$ cat src/rtl/eebc_pkg.sv
// Operation
// At every journey start, measure car versus counterweight balance and keep it.
// Direction output open for lighter car (up), closed for heavier (down).
// Serial status byte 2 bit 2: 0 lighter/up, 1 heavier/down.
// Fieldbus direction object: 1 means up/lighter, 2 means down/heavier.
// Controller requests down by direction input, serial bit 4, or object. The code decodes only the direction input and serial bit 4.
// Power-fail input asserted switches active configuration to second set.
// Controller starts evacuation with enable, direction and speed selection.
// Copy command copies set one into set two, then returns off.
// Monitor activates only if its input is high at power-on.
// Active monitor shows speed, direction, distance and inhibits other functions.
// Monitor shows single arrow below first speed limit, double above it.
// Speed stutter opens brake contact above limit, closes below, repeating.
// Speed stutter chosen during rescue with a working encoder.
// Time stutter toggles brake contact at a fixed 0.5 Hz rate.
// Time stutter chosen when installation stopped or encoder faulty.
// Time stutter runs only if release monitor off or brake reported open.
// Stutter threshold is a configurable speed; 0.06 m/s recommended.
// Without contactors, device shorts motor windings during brake-release evacuation.
// After reset or when stutter inactive, brake contact rests open.
package eebc_pkg;

    // ----------------------------------------
    // Register byte addresses
    // ----------------------------------------
    localparam logic [7:0] EEBC_CTRL_ADDR = 8'h00;
    localparam logic [7:0] EEBC_SET1_ADDR = 8'h04;
    localparam logic [7:0] EEBC_SET2_ADDR = 8'h08;
    localparam logic [7:0] EEBC_STAT_ADDR = 8'h0C;
    localparam logic [7:0] EEBC_SPEED_ADDR = 8'h10;
    localparam logic [7:0] EEBC_DIST_ADDR = 8'h14;
    localparam logic [7:0] EEBC_CMD_ADDR = 8'h18;

    // ----------------------------------------
    // Control register fields
    // ----------------------------------------
    localparam int EEBC_CTRL_COPY_BIT = 0;
    localparam int EEBC_CTRL_STUTTER_EN_BIT = 1;
    localparam int EEBC_CTRL_BRK_MON_BIT = 2;
    localparam int EEBC_CTRL_NO_CONTACTOR_BIT = 3;
    localparam int EEBC_CTRL_RESCUE_BIT = 4;
    localparam int EEBC_CTRL_ENC_OK_BIT = 5;
    localparam int EEBC_CTRL_STOPPED_BIT = 6;
    localparam logic [31:0] EEBC_CTRL_RESET = 32'h0000_0020;

    // ----------------------------------------
    // Parameter set fields: [15:0] speed limit mm/s, [16] evacuation type
    // ----------------------------------------
    localparam int EEBC_SET_LIMIT_MSB = 15;
    localparam int EEBC_SET_EVA_TYPE_BIT = 16;
    // 0.06 m/s recommended, expressed in mm/s
    localparam logic [31:0] EEBC_SET_RESET = 32'h0000_003C;

    // ----------------------------------------
    // Status and serial bit positions
    // ----------------------------------------
    localparam int EEBC_STAT_HEAVY_BIT = 0;
    localparam int EEBC_STAT_POWER_FAIL_SET_SWITCH_INPUT_BIT = 1;
    localparam int EEBC_STAT_MON_BIT = 2;
    localparam int EEBC_STAT_ARROW2_BIT = 3;
    localparam int EEBC_STAT_BRAKE_BIT = 4;
    localparam int EEBC_STAT_SHORT_BIT = 5;
    localparam int EEBC_STAT_MODE_LSB = 6;
    localparam int EEBC_STAT_OBJ_LSB = 8;
    localparam int EEBC_SERIAL_DIR_BIT = 2;
    localparam int EEBC_CMD_DOWN_BIT = 4;

    // ----------------------------------------
    // Fieldbus direction object values
    // ----------------------------------------
    localparam logic [7:0] EEBC_OBJ_UP = 8'h01;
    localparam logic [7:0] EEBC_OBJ_DOWN = 8'h02;

    // ----------------------------------------
    // Timing: 0.5 Hz stutter, toggle each half period
    // ----------------------------------------
    localparam int EEBC_CLK_HZ = 50000000;
    localparam int EEBC_HALF_PERIOD_CYC = EEBC_CLK_HZ;

    // ----------------------------------------
    // Stutter modes
    // ----------------------------------------
    typedef enum logic [1:0] {EEBC_STUT_OFF, EEBC_STUT_SPEED, EEBC_STUT_TIME} eebc_stut_t;

    // AXI responses
    localparam logic [1:0] EEBC_RESP_OKAY = 2'h0;
    localparam logic [1:0] EEBC_RESP_SLVERR = 2'h2;

endpackage

$ cat src/rtl/eebc_top.sv
// Our own choices: the AXI4-Lite register port and the placing of the registers.
`timescale 1ns/100ps
// ----------------------------------------
// Emergency evacuation and brake control
// ----------------------------------------
module eebc_top
    import eebc_pkg::*;
#(
    parameter int HALF_PERIOD_CYC = EEBC_HALF_PERIOD_CYC
)
(
    // Clock and reset
    input wire logic clock,
    input wire logic reset,
    // AXI4-Lite write address
    input wire logic [7:0] s_axi_awaddr,
    input wire logic s_axi_awvalid,
    output logic s_axi_awready,
    // AXI4-Lite write data
    input wire logic [31:0] s_axi_wdata,
    input wire logic [3:0] s_axi_wstrb,
    input wire logic s_axi_wvalid,
    output logic s_axi_wready,
    // AXI4-Lite write response
    output logic [1:0] s_axi_bresp,
    output logic s_axi_bvalid,
    input wire logic s_axi_bready,
    // AXI4-Lite read address
    input wire logic [7:0] s_axi_araddr,
    input wire logic s_axi_arvalid,
    output logic s_axi_arready,
    // AXI4-Lite read data
    output logic [31:0] s_axi_rdata,
    output logic [1:0] s_axi_rresp,
    output logic s_axi_rvalid,
    input wire logic s_axi_rready,
    // Lift control inputs
    input wire logic drive_enable,
    input wire logic downward_direction_input,
    input wire logic [1:0] speed_select,
    input wire logic power_fail_set_switch_input,
    input wire logic monitor_input,
    // Drive measurements
    input wire logic car_heavier_meas,
    input wire logic [15:0] car_speed,
    input wire logic brake_open_fb,
    // Outputs to lift control and power stage
    output logic evac_direction_output_reg,
    output logic pulsed_brake_output_reg,
    output logic motor_short_reg,
    output logic monitor_active_reg,
    output logic drive_running_reg
);

    // ----------------------------------------
    // Declarations
    // ----------------------------------------
    logic [31:0] ctrl_reg;
    logic [31:0] set1_reg;
    logic [31:0] set2_reg;
    logic [7:0] cmd_reg;
    logic [7:0] aw_addr_reg;
    logic aw_held_reg;
    logic [31:0] w_data_reg;
    logic [3:0] w_strb_reg;
    logic w_held_reg;
    logic [31:0] dist_reg;
    logic [31:0] rdata_next;
    logic rmapped;
    logic wmapped;
    logic do_write;
    logic travel_req;
    logic journey_start;
    logic car_heavier;
    logic [31:0] active_set;
    logic [15:0] first_speed_limit;
    logic contact_closed;
    logic evac_down_req;
    logic por_done_reg;
    eebc_stut_t stut_mode;
    logic [7:0] fb_object;

    // ----------------------------------------
    // AXI4-Lite write channel
    // ----------------------------------------
    // Address and data taken in any order
    assign s_axi_awready = !aw_held_reg && !s_axi_bvalid;
    assign s_axi_wready = !w_held_reg && !s_axi_bvalid;
    assign do_write = aw_held_reg && w_held_reg && !s_axi_bvalid;

    // Capture write address and data
    always_ff @(posedge clock)
    begin
        if (reset)
        begin
            aw_held_reg <= 1'b0;
            w_held_reg <= 1'b0;
            aw_addr_reg <= 8'h00;
            w_data_reg <= 32'h0000_0000;
            w_strb_reg <= 4'h0;
        end
        else
        begin
            if (s_axi_awvalid && s_axi_awready)
            begin
                aw_held_reg <= 1'b1;
                aw_addr_reg <= s_axi_awaddr;
            end
            else if (do_write)
                aw_held_reg <= 1'b0;
            if (s_axi_wvalid && s_axi_wready)
            begin
                w_held_reg <= 1'b1;
                w_data_reg <= s_axi_wdata;
                w_strb_reg <= s_axi_wstrb;
            end
            else if (do_write)
                w_held_reg <= 1'b0;
        end
    end

    // Decode of writable offsets
    always_comb
    begin
        case (aw_addr_reg & 8'hFC)
            EEBC_CTRL_ADDR, EEBC_SET1_ADDR, EEBC_SET2_ADDR, EEBC_CMD_ADDR: wmapped = 1'b1;
            default: wmapped = 1'b0;
        endcase
    end

    // Write response
    always_ff @(posedge clock)
    begin
        if (reset)
        begin
            s_axi_bvalid <= 1'b0;
            s_axi_bresp <= EEBC_RESP_OKAY;
        end
        else if (do_write)
        begin
            s_axi_bvalid <= 1'b1;
            s_axi_bresp <= wmapped ? EEBC_RESP_OKAY : EEBC_RESP_SLVERR;
        end
        else if (s_axi_bready)
            s_axi_bvalid <= 1'b0;
    end

    // Byte-lane merge helper
    function automatic logic [31:0] merge(input logic [31:0] old, input logic [31:0] nw, input logic [3:0] strb);
        for (int i = 0; i < 4; i++)
            if (strb[i])
                old[i*8 +: 8] = nw[i*8 +: 8];
        return old;
    endfunction

    // ----------------------------------------
    // Registers written by software
    // ----------------------------------------
    // Control register, copy bit self-clearing
    always_ff @(posedge clock)
    begin
        if (reset)
            ctrl_reg <= EEBC_CTRL_RESET;
        else if (do_write && (aw_addr_reg & 8'hFC) == EEBC_CTRL_ADDR && !monitor_active_reg)
            ctrl_reg <= merge(ctrl_reg, w_data_reg, w_strb_reg);
        else
            ctrl_reg[EEBC_CTRL_COPY_BIT] <= 1'b0;
    end

    // Parameter set one, speed limit configurable
    always_ff @(posedge clock)
    begin
        if (reset)
            set1_reg <= EEBC_SET_RESET;
        else if (do_write && (aw_addr_reg & 8'hFC) == EEBC_SET1_ADDR && !monitor_active_reg)
            set1_reg <= merge(set1_reg, w_data_reg, w_strb_reg);
    end

    // Parameter set two, loaded by copy command
    always_ff @(posedge clock)
    begin
        if (reset)
            set2_reg <= EEBC_SET_RESET;
        else if (ctrl_reg[EEBC_CTRL_COPY_BIT])
            set2_reg <= set1_reg;
        else if (do_write && (aw_addr_reg & 8'hFC) == EEBC_SET2_ADDR && !monitor_active_reg)
            set2_reg <= merge(set2_reg, w_data_reg, w_strb_reg);
    end

    // Serial command byte one from lift control
    always_ff @(posedge clock)
    begin
        if (reset)
            cmd_reg <= 8'h00;
        else if (do_write && (aw_addr_reg & 8'hFC) == EEBC_CMD_ADDR && w_strb_reg[0])
            cmd_reg <= w_data_reg[7:0];
    end

    // ----------------------------------------
    // Parameter set selection and monitor
    // ----------------------------------------
    // Power fail selects the second set
    assign active_set = power_fail_set_switch_input ? set2_reg : set1_reg;
    assign first_speed_limit = active_set[EEBC_SET_LIMIT_MSB:0];

    // Monitor input sampled once after reset
    always_ff @(posedge clock)
    begin
        if (reset)
        begin
            por_done_reg <= 1'b0;
            monitor_active_reg <= 1'b0;
        end
        else if (!por_done_reg)
        begin
            por_done_reg <= 1'b1;
            monitor_active_reg <= monitor_input;
        end
    end

    // ----------------------------------------
    // Journey start and load evaluation
    // ----------------------------------------
    // Travel request needs enable and a speed, with monitor off
    assign evac_down_req = downward_direction_input || cmd_reg[EEBC_CMD_DOWN_BIT];
    assign travel_req = drive_enable && (speed_select != 2'b00) && !monitor_active_reg;

    // Running flag to lift control; its rise marks a journey start
    always_ff @(posedge clock)
    begin
        if (reset)
            drive_running_reg <= 1'b0;
        else
            drive_running_reg <= travel_req;
    end
    assign journey_start = travel_req && !drive_running_reg;

    eebc_load_eval u_load_eval
    (
        .clock(clock),
        .reset(reset),
        .journey_start(journey_start),
        .car_heavier_meas(car_heavier_meas),
        .inhibit(monitor_active_reg),
        .car_heavier_reg(car_heavier)
    );

    // Direction output closed when car heavier
    always_ff @(posedge clock)
    begin
        if (reset)
            evac_direction_output_reg <= 1'b0;
        else
            evac_direction_output_reg <= car_heavier;
    end

    // Fieldbus direction object value
    assign fb_object = car_heavier ? EEBC_OBJ_DOWN : EEBC_OBJ_UP;

    // ----------------------------------------
    // Stutter brake
    // ----------------------------------------
    // Mode choice from rescue, encoder and stop state
    always_comb
    begin
        if (!ctrl_reg[EEBC_CTRL_STUTTER_EN_BIT])
            stut_mode = EEBC_STUT_OFF;
        else if (ctrl_reg[EEBC_CTRL_STOPPED_BIT] || !ctrl_reg[EEBC_CTRL_ENC_OK_BIT])
            stut_mode = EEBC_STUT_TIME;
        else if (ctrl_reg[EEBC_CTRL_RESCUE_BIT])
            stut_mode = EEBC_STUT_SPEED;
        else
            stut_mode = EEBC_STUT_OFF;
    end

    eebc_stutter #(.HALF_PERIOD_CYC(HALF_PERIOD_CYC)) u_stutter
    (
        .clock(clock),
        .reset(reset),
        .mode(stut_mode),
        .speed(car_speed),
        .speed_limit(first_speed_limit),
        .brake_mon_en(ctrl_reg[EEBC_CTRL_BRK_MON_BIT]),
        .brake_open_fb(brake_open_fb),
        .contact_closed_reg(contact_closed)
    );

    // Brake and winding short outputs
    always_ff @(posedge clock)
    begin
        if (reset)
        begin
            pulsed_brake_output_reg <= 1'b0;
            motor_short_reg <= 1'b0;
        end
        else
        begin
            pulsed_brake_output_reg <= contact_closed;
            motor_short_reg <= ctrl_reg[EEBC_CTRL_NO_CONTACTOR_BIT] && stut_mode != EEBC_STUT_OFF;
        end
    end

    // ----------------------------------------
    // Monitor distance
    // ----------------------------------------
    // Signed distance while monitor active
    always_ff @(posedge clock)
    begin
        if (reset)
            dist_reg <= 32'h0000_0000;
        else if (monitor_active_reg)
            dist_reg <= evac_down_req ? dist_reg - {16'h0000, car_speed}
                                      : dist_reg + {16'h0000, car_speed};
    end

    // ----------------------------------------
    // AXI4-Lite read channel
    // ----------------------------------------
    assign s_axi_arready = !s_axi_rvalid;

    // Read mux
    always_comb
    begin
        rdata_next = 32'h0000_0000;
        rmapped = 1'b1;
        case (s_axi_araddr & 8'hFC)
            EEBC_CTRL_ADDR: rdata_next = ctrl_reg;
            EEBC_SET1_ADDR: rdata_next = set1_reg;
            EEBC_SET2_ADDR: rdata_next = set2_reg;
            EEBC_STAT_ADDR:
            begin
                rdata_next[EEBC_STAT_HEAVY_BIT] = car_heavier;
                rdata_next[EEBC_STAT_POWER_FAIL_SET_SWITCH_INPUT_BIT] = power_fail_set_switch_input;
                rdata_next[EEBC_STAT_MON_BIT] = monitor_active_reg;
                rdata_next[EEBC_STAT_ARROW2_BIT] = car_speed > first_speed_limit;
                rdata_next[EEBC_STAT_BRAKE_BIT] = pulsed_brake_output_reg;
                rdata_next[EEBC_STAT_SHORT_BIT] = motor_short_reg;
                rdata_next[EEBC_STAT_MODE_LSB +: 2] = stut_mode;
                rdata_next[EEBC_STAT_OBJ_LSB +: 8] = fb_object;
                rdata_next[16 + EEBC_SERIAL_DIR_BIT] = car_heavier;
            end
            EEBC_SPEED_ADDR: rdata_next = {15'h0000, evac_down_req, car_speed};
            EEBC_DIST_ADDR: rdata_next = dist_reg;
            EEBC_CMD_ADDR: rdata_next = {24'h000000, cmd_reg};
            default: rmapped = 1'b0;
        endcase
    end

    // Read data and response
    always_ff @(posedge clock)
    begin
        if (reset)
        begin
            s_axi_rvalid <= 1'b0;
            s_axi_rdata <= 32'h0000_0000;
            s_axi_rresp <= EEBC_RESP_OKAY;
        end
        else if (s_axi_arvalid && s_axi_arready)
        begin
            s_axi_rvalid <= 1'b1;
            s_axi_rdata <= rdata_next;
            s_axi_rresp <= rmapped ? EEBC_RESP_OKAY : EEBC_RESP_SLVERR;
        end
        else if (s_axi_rready)
            s_axi_rvalid <= 1'b0;
    end

endmodule // eebc_top

$ cat src/rtl/eebc_load_eval.sv
`timescale 1ns/100ps
// ----------------------------------------
// Load balance capture at journey start
// ----------------------------------------
module eebc_load_eval
    import eebc_pkg::*;
(
    // Clock and reset
    input wire logic clock,
    input wire logic reset,
    // Journey start and measurement
    input wire logic journey_start,
    input wire logic car_heavier_meas,
    input wire logic inhibit,
    // Result
    output logic car_heavier_reg
);

    // Keep the balance seen at the latest start
    always_ff @(posedge clock)
    begin
        if (reset)
            car_heavier_reg <= 1'b0;
        else if (journey_start && !inhibit)
            car_heavier_reg <= car_heavier_meas;
    end

endmodule // eebc_load_eval

$ cat src/rtl/eebc_stutter.sv
`timescale 1ns/100ps
// ----------------------------------------
// Stutter brake pulse generator
// ----------------------------------------
module eebc_stutter
    import eebc_pkg::*;
#(
    parameter int HALF_PERIOD_CYC = EEBC_HALF_PERIOD_CYC
)
(
    // Clock and reset
    input wire logic clock,
    input wire logic reset,
    // Mode and inputs
    input wire eebc_stut_t mode,
    input wire logic [15:0] speed,
    input wire logic [15:0] speed_limit,
    input wire logic brake_mon_en,
    input wire logic brake_open_fb,
    // Contact closed means brake released
    output logic contact_closed_reg
);

    logic [31:0] cycle_count_reg;
    logic time_ok;

    // Time cycle needs monitor off or brake reported open
    assign time_ok = !brake_mon_en || brake_open_fb;

    // Half period counter
    always_ff @(posedge clock)
    begin
        if (reset || mode != EEBC_STUT_TIME || !time_ok || cycle_count_reg == 32'(HALF_PERIOD_CYC - 1))
            cycle_count_reg <= 32'h0000_0000;
        else
            cycle_count_reg <= cycle_count_reg + 32'h0000_0001;
    end

    // Contact drive per mode
    always_ff @(posedge clock)
    begin
        if (reset)
            contact_closed_reg <= 1'b0;
        else
        begin
            case (mode)
                EEBC_STUT_SPEED:
                begin
                    if (speed > speed_limit)
                        contact_closed_reg <= 1'b0;
                    else if (speed < speed_limit)
                        contact_closed_reg <= 1'b1;
                end
                EEBC_STUT_TIME:
                begin
                    if (!time_ok)
                        contact_closed_reg <= 1'b0;
                    else if (cycle_count_reg == 32'(HALF_PERIOD_CYC - 1))
                        contact_closed_reg <= !contact_closed_reg;
                end
                default: contact_closed_reg <= 1'b0;
            endcase
        end
    end

endmodule // eebc_stutter

$ cat config.mk
export PLATFORM = sky130hd
export DESIGN_NAME = eebc_top
export DESIGN_NICKNAME = d
export VERILOG_FILES = /design/src/rtl/eebc_pkg.sv /design/src/rtl/eebc_top.sv /design/src/rtl/eebc_load_eval.sv /design/src/rtl/eebc_stutter.sv
export SDC_FILE = /design/constraint.sdc
export NUM_CORES = 1
export LEC_CHECK = 0
export BUFFER_PORTS_ARGS = -buffer_cell sky130_fd_sc_hd__buf_4
export CAP_MARGIN = 10
export CELL_PAD_IN_SITES_DETAIL_PLACEMENT = 1
export CELL_PAD_IN_SITES_GLOBAL_PLACEMENT = 2
export CORE_AREA = 4 4 214 216
export CTS_CLUSTER_DIAMETER = 200
export DETAILED_ROUTE_END_ITERATION = 12
export DIE_AREA = 0 0 218 220
export PLACE_DENSITY = 0.66
export SLEW_MARGIN = 15
export SYNTH_ARGS = -nofsm -noshare
export SYNTH_HDL_FRONTEND = slang
export SYNTH_SLANG_ARGS = --single-unit
$ cat constraint.sdc
create_clock -name clock -period 9.2 [get_ports clock]
set_input_delay 1.84 -clock clock [delete_from_list [all_inputs] [get_ports clock]]
set_output_delay 1.84 -clock clock [all_outputs]
set_load 0.02 [all_outputs]
---- Word level (Yosys, flattened, before mapping) ----
Index checks and enable logic that the tools add are counted.
word-level totals
  logic and storage cells ................. 153
  register bits after elaboration ......... 260
  bits of input ports ..................... 83
  output and inout port bits .............. 46
operators by class
  order comparisons ....................... 2
  reduce and logical (&&, ||, !) cells .... 65
  add/sub/neg operators ................... 3
  bitwise logic cells ..................... 1
  muxes and demuxes ....................... 33
  eq/ne operators ......................... 15
operators with widths
  cell                   number
  $pmux 16 s7            1
  $mux 32                3
  $pmux 13 s4            1
  $add 32x1->32 const B  1
  $add 32x16->32         1
  $eq 32x26->1 const B   1
  $mux 8                 4
  $sub 32x16->32         1
  $reduce_and 2->1       13
  $eq 6x3->1 const B     4
  $reduce_bool 2->1      11
  $logic_and 1x1->1      20
  $eq 6x2->1 const B     3
  $gt 16x16->1           1
  $logic_not 8->1        2
  $lt 16x16->1           1
  $mux 16                1
  $mux 1                 15
  $eq 6x1->1 const B     2
  $logic_not 1->1        10
  $mux 2                 5
  $pmux 2 s5             1
  $reduce_or 7->1        1
  $logic_or 1x1->1       6
  other kinds (10)       10

---- Logic depth before layout (Yosys ltp) ----
Gate-level depths: netlist (run 1).
  depth after elaboration ................. 8
  depth in mapped cells ................... 18
  mapped depth without buffers ............ 17

---- Hierarchy ----
Synthesis (run 1) repeated with hierarchy kept, for this count alone.
second synthesis, totals
  cells, all modules ...................... 1,771
  area, all modules ....................... 14,002.2 um^2
by module, submodules not included
  module          area each (um^2)  times used  seq. area each (um^2)  cells an instance
  eebc_top        11,908.9          1           4,444.3                1,524
  eebc_stutter    2,043.2           1           660.6                  242
  eebc_load_eval  50.0              1           20.0                   5

---- Least setup slack after synthesis (run 1) ----
No wires, ideal clock.
  kind .................................... input to register
  from .................................... in car_speed[2]
  to ...................................... reg dist_reg[31]
  setup slack ............................. 3.540 ns
  setup time .............................. 0.134 ns
  buffers on the path ..................... 1
  required time ........................... 9.066 ns
  stages .................................. 16
  arrival time ............................ 5.526 ns
  cells stage by stage .................... nor3_1 > nand3_1 > or2_2 > or3_1 > clkbuf_1 > nor3_1 > ha_1 > mux2i_1 > ha_1 > and3_1 > a311o_1 > o41ai_4 > o21bai_2 > o21a_2 > mux2i_1 > or4_1
on the way
  word-level cells in the longest chain between the ends .. 2
  elaborated cells on any way between the ends .. 3
  classes of those cells .................. add/sub (2); mux (1)
ends and longest elaborated chain
  item                                              RTL line                          source
  start, declared                                   eebc_top.sv:45                    input wire logic [15:0] car_speed,
  $add 32x16->32 or $sub 32x16->32 (tied branches)  eebc_top.sv:313, eebc_top.sv:312
  $mux 32 *                                         eebc_top.sv:312                   dist_reg <= evac_down_req ? dist_reg - {16'h0000, car_speed}
  end signal, assigned                              eebc_top.sv:312
  end, declared                                     eebc_top.sv:67                    logic [31:0] dist_reg;
Every way passes the cells marked *; elsewhere a longest branch is shown, timed or not.
A chain may end at the register's enable or synchronous reset.

---- Final worst setup path (run 1) ----
Ends and elaborated chain as after synthesis.

==> results of run 1 <==
cells by family (layout without fill, tap and decap cells):
group | after synthesis | after routing | share of synthesized area [%]
xor+xnor | 67 | 67 | 4.50
compound gates | 417 | 417 | 19.6
fa+ha+maj | 54 | 54 | 5.23
buf+inv | 118 | 209 | 3.46
flops | 256 | 256 | 39.3
simple gates | 607 | 607 | 20.6
mux | 93 | 93 | 7.25
other cells | 1 | 3 | 0.0287
worst max-delay path by stage:
stage            startpoint      endpoint  cells past startpoint
2_1_floorplan  car_speed[2]  dist_reg[31]                     16
6_report       car_speed[2]  dist_reg[31]                     16
5_1_grt        car_speed[2]  dist_reg[31]                     16
4_1_cts        car_speed[2]  dist_reg[31]                     16
3_3_place_gp   car_speed[2]  dist_reg[31]                     16
3_5_place_dp   car_speed[2]  dist_reg[31]                     16
stage by stage:
stage,hold slack (ns),instance area (µm²),util (%),cells
floorplan,0.418,13100,-,1614
global placement,0.426,14500,33.0,2244
detailed placement,0.438,14500,33.0,2244
CTS,0.454,15500,35.4,2297
global route,0.469,15500,35.4,2297
finish,0.447,15500,35.4,2298
area by class of cell:
cell class / instances / area, µm²
antenna: 1 / 2.50
clock buffer: 42 / 857
clock inverter: 11 / 198
fill: 5220 / 28400
inverter: 16 / 60.1
multi-input combinational: 1240 / 7500
sequential: 256 / 5130
tap: 592 / 741
timing repair buffer: 140 / 1050
synthesized netlist by cell type (all sizes together) (22+ instances only):
cell | n | area, µm²
o21ai | 54 | 274
xor2 | 44 | 385
and3 | 22 | 138
dfxtp | 256 | 5120
mux2i | 90 | 901
xnor2 | 23 | 201
a21oi | 211 | 1070
nand3 | 95 | 475
nand2 | 206 | 773
nor2 | 194 | 728
a22oi | 52 | 390
ha | 53 | 663
clkbuf | 92 | 345
worst register-to-register path: stages (launching register included):
cell      delay [ns]
dfxtp_1         0.36
nor2_1          0.12
buf_4           0.28
o41ai_1         0.15
xor2_1          0.17
ha_1            0.39
a21oi_2         0.21
nand2_1         0.09
a211oi_2        0.39
a21oi_2         0.15
o41ai_4         0.44
o21bai_2        0.10
o21a_2          0.23
mux2i_1         0.12
or4_1           0.53
routing by layer:
layer	global-route usage, %	up-vias	share of wire [%]
li1	-	5855	-
met1	27.8	5720	51
met2	29.0	180	43
met3	2.79	39	3.8
met4	3.08	0	1.5
met5	0	-	0
report_power, final:
part	switching (mW)	total [mW]	internal (mW)
registers	0.0382	1.17	1.14
clock network	0.505	1.29	0.788
logic	0.194	0.323	0.129
==> results.yml, run 1 <==
layout:
  layout_commonest_cell: "dfxtp_1"
  areaGrowthSynthToFinish_pct: 19.1
  most-common-layout-cells: "dfxtp_1, a21oi_1, nand2_1, nor2_1, buf_4"
  fin_nets: 1822
  final_layout_size_suffix_gt1_share_pct: 12.6
grt:
  grt_use_total_pct: 18.6
  grt_pass1_wl_mm: 71.1
  grt_remaining_overflow: 0
  grt_max_degree: 80
  grt_antenna_before_repair: 0
  grt_pass1_vias: 11888
timing:
  slew_headroom_pct: 22.8
  fin_tns_setup_ns: 0
  slew_viol_final: 0
  tightestPinTransition_ns: 1.16
  hold_violations: 0
  rsz0062_at_grt: "no"
  skew_ns: 0.0229
  clock.fmax_ghz: 0.177
  fin_crit_ns: 5.64
  setup-violations-final: 0
  fin_crit_sh_pct: 61.3
  fin_ws_ns: 3.56
die:
  start_util_pct: 29.7
  die_h_um: 220
  dieArea_um2: 48000
  die_x_um: 218
  ios: 129
  std_cell_rows: 77
  fp.coreArea_um2: 43900
cts:
  cts_tree: "yes"
  numClockSinks: 256
  clkSlewWorstSetupHoldPaths_ns: 0.06
  htreeDepth: 1
  clock-root-buffer: "clkbuf_16"
  post_cts_resized: 0
  cts-hold-fix-buffers: 0
  clk_latency_ns: 0.60
  cts_buffers: 31
  post_cts_buffers: 0
  clockBufferDepth: 3
synth:
  synth_edf_count: 0
  synth-seq-cells: 256
  avgSynthCellArea_um2: 8.09
  async_flop_share_pct: 0
  ys.flop_type: "dfxtp_1"
  ys_types: 68
  syn_area_um2: 13100
  yosysSeqAreaShare_pct: 39.3
  postSynthCellCount: 1613
  ys_warn_count: 0
worst_setup_path:
  worstSetupPathType: "in -> reg"
  path_buf_inv: 1
  cpMaxStageDelayCell: "or3_1"
  max_stage_delay_ns: 0.54
  r2r_slack_ns: 5.34
  reg2reg_from: "cmd_reg[4]"
  r2r_end: "dist_reg[31]"
  cp_max_fo: 10
  required_ns: 9.66
  start_kind: "primary input"
  rr_worst_depth: 14
  crit_chain: "buf_4, nor3_1, nand3_1, or2_2, or3_1, nor3_1, ha_1, mux2i_1, ha_1, and3_1, a311o_1, o41ai_4, o21bai_2, o21a_2, mux2i_1, or4_1"
  critical-path-top-delay-family: "simple AND/OR/NAND/NOR gates"
  endpoint_kind: "register"
  crit_arrival_ns: 6.10
detailed_routing:
  drt-initial-drc-count: 646
  first_pass_iters: 5
  drt-vias-per-instance: 5.13
  wirelength_mm: 45.8
  drc: 0
  routedWlPerCell_um: 19.9
  route.antenna.remaining_nets: 0
  vias: 11794
power_and_ir_drop:
  power.total_mw: 2.79
  p_leak_nw: 5.74
  ir_drop_v: 0.000141
  powerDensity_nw_per_um2: 180
run:
  maxCapViolCount: 0
outcome:
  status: "completed"
placed_design:
  gp_congestion: 0.860
  hpwlAfterDp_mm: 33.5
  pre_cts_slack_ns: 2.97
  portBuffers: 122
min_path:
  worstHoldStart: "u_stutter.cycle_count_reg[0]"
  min_to: "u_stutter.cycle_count_reg[0]"
  hold_class: "reg -> reg"
  min_path_cells: 1
(Power assumes the default switching activity.)
==> run 2, diff against run 1 <==
- ABC_AREA: default -> 1
- CORE_AREA: 4 4 214 216 -> 4 4 222 224
- DIE_AREA: 0 0 218 220 -> 0 0 226 228
- PLACE_DENSITY: 0.66 -> 0.69
- clock period: 9.2 -> 5.4 ns (I/O delays scaled with it)
==> run 2 against run 1 <==
Compared with the run above: global-route usage rose by 1.7 points; first-iteration DRC count fell by 7.9%; synthesized cell count rose by 28%; die area rose by 7.4%; clock skew fell by 0.0099 ns; routed wire length rose by 16%; utilization fell by 0.17 points; via count rose by 17%; worst setup slack got worse by 2.1 ns; synthesized area rose by 7.7%; largest cell class unchanged; largest power group unchanged.
==> results.yml, run 2 <==
grt:
  grt_pass1_wl_mm: 82.6
  grt_pass1_vias: 14150
  grt_remaining_overflow: 0
  grt_use_total_pct: 20.4
  grt_max_degree: 56
  grt_antenna_before_repair: 1
cts:
  clk_latency_ns: 0.54
  post_cts_resized: 0
  clockBufferDepth: 3
  cts_buffers: 35
  htreeDepth: 2
  cts_tree: "yes"
  post_cts_buffers: 0
  cts-hold-fix-buffers: 0
  clock-root-buffer: "clkbuf_16"
  clkSlewWorstSetupHoldPaths_ns: 0.05
  numClockSinks: 256
synth:
  synth_edf_count: 0
  synth_area_leaders: "dfxtp_1, nand2_1, a21oi_1"
  ys_warn_count: 0
  syn_area_um2: 14100
  synth-seq-cells: 256
  synth.most_common_cell: "nand2_1"
  synth_common_cells: "nand2_1, inv_1, dfxtp_1"
  ys_types: 56
  async_flop_share_pct: 0
  yosys.area.top_type_share_pct: 36.4
  avgSynthCellArea_um2: 6.82
  ys.flop_type: "dfxtp_1"
  yosysTopAreaCell: "dfxtp_1"
  postSynthCellCount: 2063
  yosysSeqAreaShare_pct: 36.4
detailed_routing:
  top_layer: "met5"
  wl_met1_mm: 26.5
  drt-vias-per-instance: 4.95
  drc: 0
  vias: 13801
  first_pass_iters: 5
  wl_met2_mm: 23.5
  wl_met3_mm: 1.85
  wirelength_mm: 53.0
  routedWlPerCell_um: 19.0
  drt-initial-drc-count: 595
  route.antenna.remaining_nets: 0
timing:
  rsz0062_at_grt: "no"
  clock.fmax_ghz: 0.254
  tightestPinTransition_ns: 1.11
  fin_crit_ns: 3.94
  timing.hold.ws_ns: 0.428
  skew_ns: 0.0130
  slew_headroom_pct: 25.9
  fin_ws_ns: 1.46
  fin_crit_sh_pct: 72.9
  setup-violations-final: 0
  fin_tns_setup_ns: 0
  hold_violations: 0
  slew_viol_final: 0
min_path:
  hold_class: "reg -> reg"
  min_to: "monitor_active_reg"
  worstHoldStart: "por_done_reg"
  min_path_cells: 1
layout:
  fin_area_um2: 16700
  multi_input_area_um2: 7390
  n_fill_cell: 5913
  most-common-layout-cells: "nand2_1, inv_1, dfxtp_1, a21oi_1, o21ai_0"
  layout_commonest_cell: "nand2_1"
  utilization_pct: 35.2
  fin_nets: 2288
  areaGrowthSynthToFinish_pct: 18.5
  diodes: 0
  fin_cells: 2788
  final_layout_size_suffix_gt1_share_pct: 11.3
  seq_area_um2: 5120
worst_setup_path:
  rr_worst_depth: 19
  r2r_slack_ns: 2.15
  max_stage_delay_ns: 0.36
  worstSetupPathType: "in -> reg"
  reg2reg_from: "cmd_reg[4]"
  cpMaxStageDelayCell: "nor3_1"
  crit_arrival_ns: 4.38
  required_ns: 5.84
  crit_chain: "buf_4, inv_1, ha_1, nand3_1, nor2_1, inv_1, nor4_2, nand2_1, nand2_1, o21ai_1, xor2_1, ha_1, nand2_1, nor2_1, inv_1, nor3_1, nand3_1, nand3_1, nand3_1, nand2_1, inv_1"
  start_kind: "primary input"
  r2r_end: "dist_reg[28]"
  endpoint_kind: "register"
  cp_max_fo: 8
run:
  maxCapViolCount: 0
die:
  dieArea_um2: 51500
  fp.coreArea_um2: 47300
  std_cell_rows: 80
  ios: 129
  die_x_um: 226
  start_util_pct: 29.7
  die_h_um: 228
placed_design:
  pre_cts_slack_ns: 0.930
  portBuffers: 122
  hpwlAfterDp_mm: 39.7
  gp_congestion: 0.828
  dp_cells: 2729
  placed_area_um2: 15500
outcome:
  status: "completed"
power_and_ir_drop:
  ir_drop_v: 0.000181
  p_leak_nw: 7.01
  powerDensity_nw_per_um2: 308
  power.total_mw: 5.14
-- run 2: changes by cell type after synthesis, sizes merged, moves of 21 or more --
cell / change
nand3: -30
a21oi: +37
nand2: +216
and3: -22
clkbuf: -37
o21ai: +202
buf: +21
mux2i: -86
nor2: -39
a22oi: -31
inv: +295
-- run 2: power by group --
group          leakage (nW)  switching [mW]  internal [mW]  total, mW
logic                  4.35           0.490          0.231      0.722
clock network         0.582           0.914           1.51       2.42
registers              2.08          0.0458           1.95       2.00
-- run 2: critical path: cells and delay by family --
| family | cells | cell delay, ns |
|---|---|---|
| AOI/OAI and AO/OA | 1 | 0.09 |
| xor gates and xnor gates | 1 | 0.16 |
| adders and majority gates | 2 | 0.53 |
| buffers and inverters | 5 | 0.50 |
| and+or+nand+nor | 12 | 2.01 |
-- run 2: worst max path at each step --
stage / start / endpoint / slack, ns / cells after the start
global placement: car_speed[0] / dist_reg[26] / 0.97 / 21
CTS: car_speed[0] / dist_reg[31] / 1.49 / 24
global route: car_speed[0] / dist_reg[18] / 1.08 / 21
finish: car_speed[0] / dist_reg[26] / 1.46 / 21
detailed placement: car_speed[0] / dist_reg[31] / 0.93 / 24
floorplan: car_speed[0] / dist_reg[18] / 1.91 / 20
-- run 2: kinds of logic (layout without fill, tap and decap cells) --
family / count (synthesis) / count (layout) / share of synthesized area [%]
muxes: 4 / 4 / 0.285
and+or+nand+nor: 719 / 719 / 22.4
DFF: 256 / 256 / 36.4
AOI/OAI and AO/OA: 597 / 597 / 22.8
xor gates and xnor gates: 34 / 34 / 2.12
adders and majority gates: 54 / 54 / 4.86
buffers and inverters: 398 / 507 / 11.1
other: 1 / 2 / 0.0267
-- run 2: area by class of cell --
cell class                 instances  area share [%]
multi-input combinational       1410            44.3
sequential                       256            30.7
inverter                         312            7.04
clock buffer                      51            6.15
timing repair buffer             136            6.12
tap                              615            4.62
clock inverter                     8           0.976
-- run 2: layer usage --
layer | vias to the layer above | global-route usage (%)
met5 | - | 0
met4 | 2 | 4.96
met2 | 194 | 32.4
met1 | 6603 | 29.3
met3 | 55 | 2.78
li1 | 6947 | -
==> run 3, diff against run 2 <==
- ABC_AREA: 1 -> 0
- CORE_AREA: 4 4 222 224 -> 4 4 214 216
- DIE_AREA: 0 0 226 228 -> 0 0 218 220
- PLACE_DENSITY: 0.69 -> 0.66
- clock period: 5.4 -> 3.65 ns (I/O delays scaled with it)
==> run 3 against run 2 <==
Compared with the run above: the run now ends with negative setup slack left; non-clock buffer count up 146; clock-buffer cell count down 1; combinational power up 41%; clock skew up 0.0024 ns; highest routed layer unchanged; routed wire length fell by 9.3%; worst hold slack lost 0.064 ns; critical path depth down 6; utilization is 3.3 points higher; sequential power up 49%; largest cell class unchanged; die area shrank 6.9%; first-iteration DRC count increased by 8.9%.
==> results.yml, run 3 (synthesized netlist as in run 1, its figures left out) <==
outcome:
  status: "finished with violations"
  violations: "negative setup slack"
cts:
  cts-hold-fix-buffers: 0
  clock-root-buffer: "clkbuf_16"
  clkSlewWorstSetupHoldPaths_ns: 0.06
  numClockSinks: 256
  cts_buffers: 34
  htreeDepth: 2
  cts_tree: "yes"
  clockBufferDepth: 3
  clk_latency_ns: 0.54
worst_setup_path:
  r2r_slack_ns: 0.16
  crit_arrival_ns: 4.42
  start_kind: "primary input"
  r2r_end: "dist_reg[27]"
  cp_max_fo: 8
  endpoint_kind: "register"
  rr_worst_depth: 14
  required_ns: 4.08
  reg2reg_from: "cmd_reg[4]"
  worstSetupPathType: "in -> reg"
min_path:
  min_path_cells: 2
  hold_class: "in -> reg"
  worstHoldStart: "s_axi_rready"
  min_to: "s_axi_rvalid"
detailed_routing:
  drc: 0
  first_pass_iters: 5
  route.antenna.remaining_nets: 0
  vias: 12533
  drt-vias-per-instance: 5.12
  drt-initial-drc-count: 648
  wirelength_mm: 48.1
  routedWlPerCell_um: 19.6
grt:
  grt_use_met3_pct: 3.71
  use_met2_pct: 31.7
  grt_remaining_overflow: 0
  grt_use_total_pct: 19.7
  top_usage_layer: "met2"
  grt_antenna_before_repair: 3
  grt_pass1_wl_mm: 74.9
  grt_pass1_vias: 12730
  grt_util_met1_pct: 27.7
  grt_max_degree: 157
timing:
  skew_ns: 0.0154
  setup-violations-final: 7
  tightestPinTransition_ns: 1.05
  rsz0062_at_grt: "yes"
  slew_viol_final: 0
  clock.fmax_ghz: 0.251
  fin_tns_setup_ns: -1.44
  hold_violations: 0
  timing.hold.ws_ns: 0.364
  fin_crit_sh_pct: 109
  slew_headroom_pct: 29.5
  fin_crit_ns: 3.99
  fin_ws_ns: -0.339
die:
  ios: 129
  die_x_um: 218
  dieArea_um2: 48000
  die_h_um: 220
  start_util_pct: 29.7
  std_cell_rows: 77
  fp.coreArea_um2: 43900
power_and_ir_drop:
  powerDensity_nw_per_um2: 439
  p_leak_nw: 6.54
  power.total_mw: 7.42
  ir_drop_v: 0.000221
layout:
  diodes: 0
  fin_area_um2: 16900
  layout_commonest_cell: "buf_4"
  final_layout_size_suffix_gt1_share_pct: 20.8
  fin_nets: 1967
  utilization_pct: 38.5
  areaGrowthSynthToFinish_pct: 29.5
  fin_cells: 2447
  most-common-layout-cells: "buf_4, dfxtp_1, nand2_1, a21oi_1, nor2_1"
  n_fill_cell: 5284
run:
  maxCapViolCount: 0
placed_design:
  placed_area_um2: 15500
  pre_cts_slack_ns: -1.03
  dp_cells: 2375
  hpwlAfterDp_mm: 36.3
  gp_congestion: 0.867
  portBuffers: 122
==> run 3: area by class of cell <==
class	count	area [µm²]	area share [%]
Tap cell	592	741	4.38
Multi-Input combinational cell	1240	7670	45.4
Sequential cell	256	5130	30.3
Clock inverter	11	153	0.903
Timing Repair Buffer	282	2160	12.8
Clock buffer	50	992	5.87
Inverter	16	60.1	0.355
==> run 3: how the worst max path moves through the flow <==
stage,startpoint,to,slack (ns)
CTS,car_speed[7],dist_reg[31],-0.32
global placement,car_speed[2],dist_reg[31],-0.92
global route,car_speed[8],dist_reg[27],-0.46
finish,car_speed[8],dist_reg[27],-0.34
floorplan,car_speed[2],dist_reg[31],-0.74
detailed placement,car_speed[2],dist_reg[31],-1.03
==> run 3: what timing repair did <==
| action | in CTS | in global routing |
|---|---|---|
| hold endpoints to repair | 0 | 0 |
| setup buffers | 8 | 8 |
| resized for setup | 23 | 23 |
| endpoints found under the setup margin | 13 | 16 |
| pin swaps | 25 | 18 |
==> run 3: critical path, stage by stage <==
cell and delay [ns]:
buf_6 0.09, or4_4 0.56, or3_4 0.42, buf_4 0.18, o21ai_2 0.14, ha_2 0.32
a21oi_2 0.17, a21boi_0 0.11, a311o_1 0.39, o41ai_4 0.30, buf_4 0.20, o21ai_4 0.06
a221oi_4 0.32, nor4_2 0.09, a311o_1 0.32
==> run 3: layer usage <==
layer	part of all wire, %	vias to the layer above	wire length, µm
met5	0.021	-	10
met1	48	6113	23300
met4	1.6	2	773
li1	-	6142	-
met2	45	226	21600
met3	4.9	50	2360
==> run 3: power breakdown <==
| group | internal [mW] | total (mW) | switching [mW] |
|---|---|---|---|
| registers | 2.87 | 2.98 | 0.110 |
| clock network | 2.10 | 3.42 | 1.32 |
| logic | 0.479 | 1.02 | 0.546 |
| total | 5.45 | 7.42 | 1.97 |
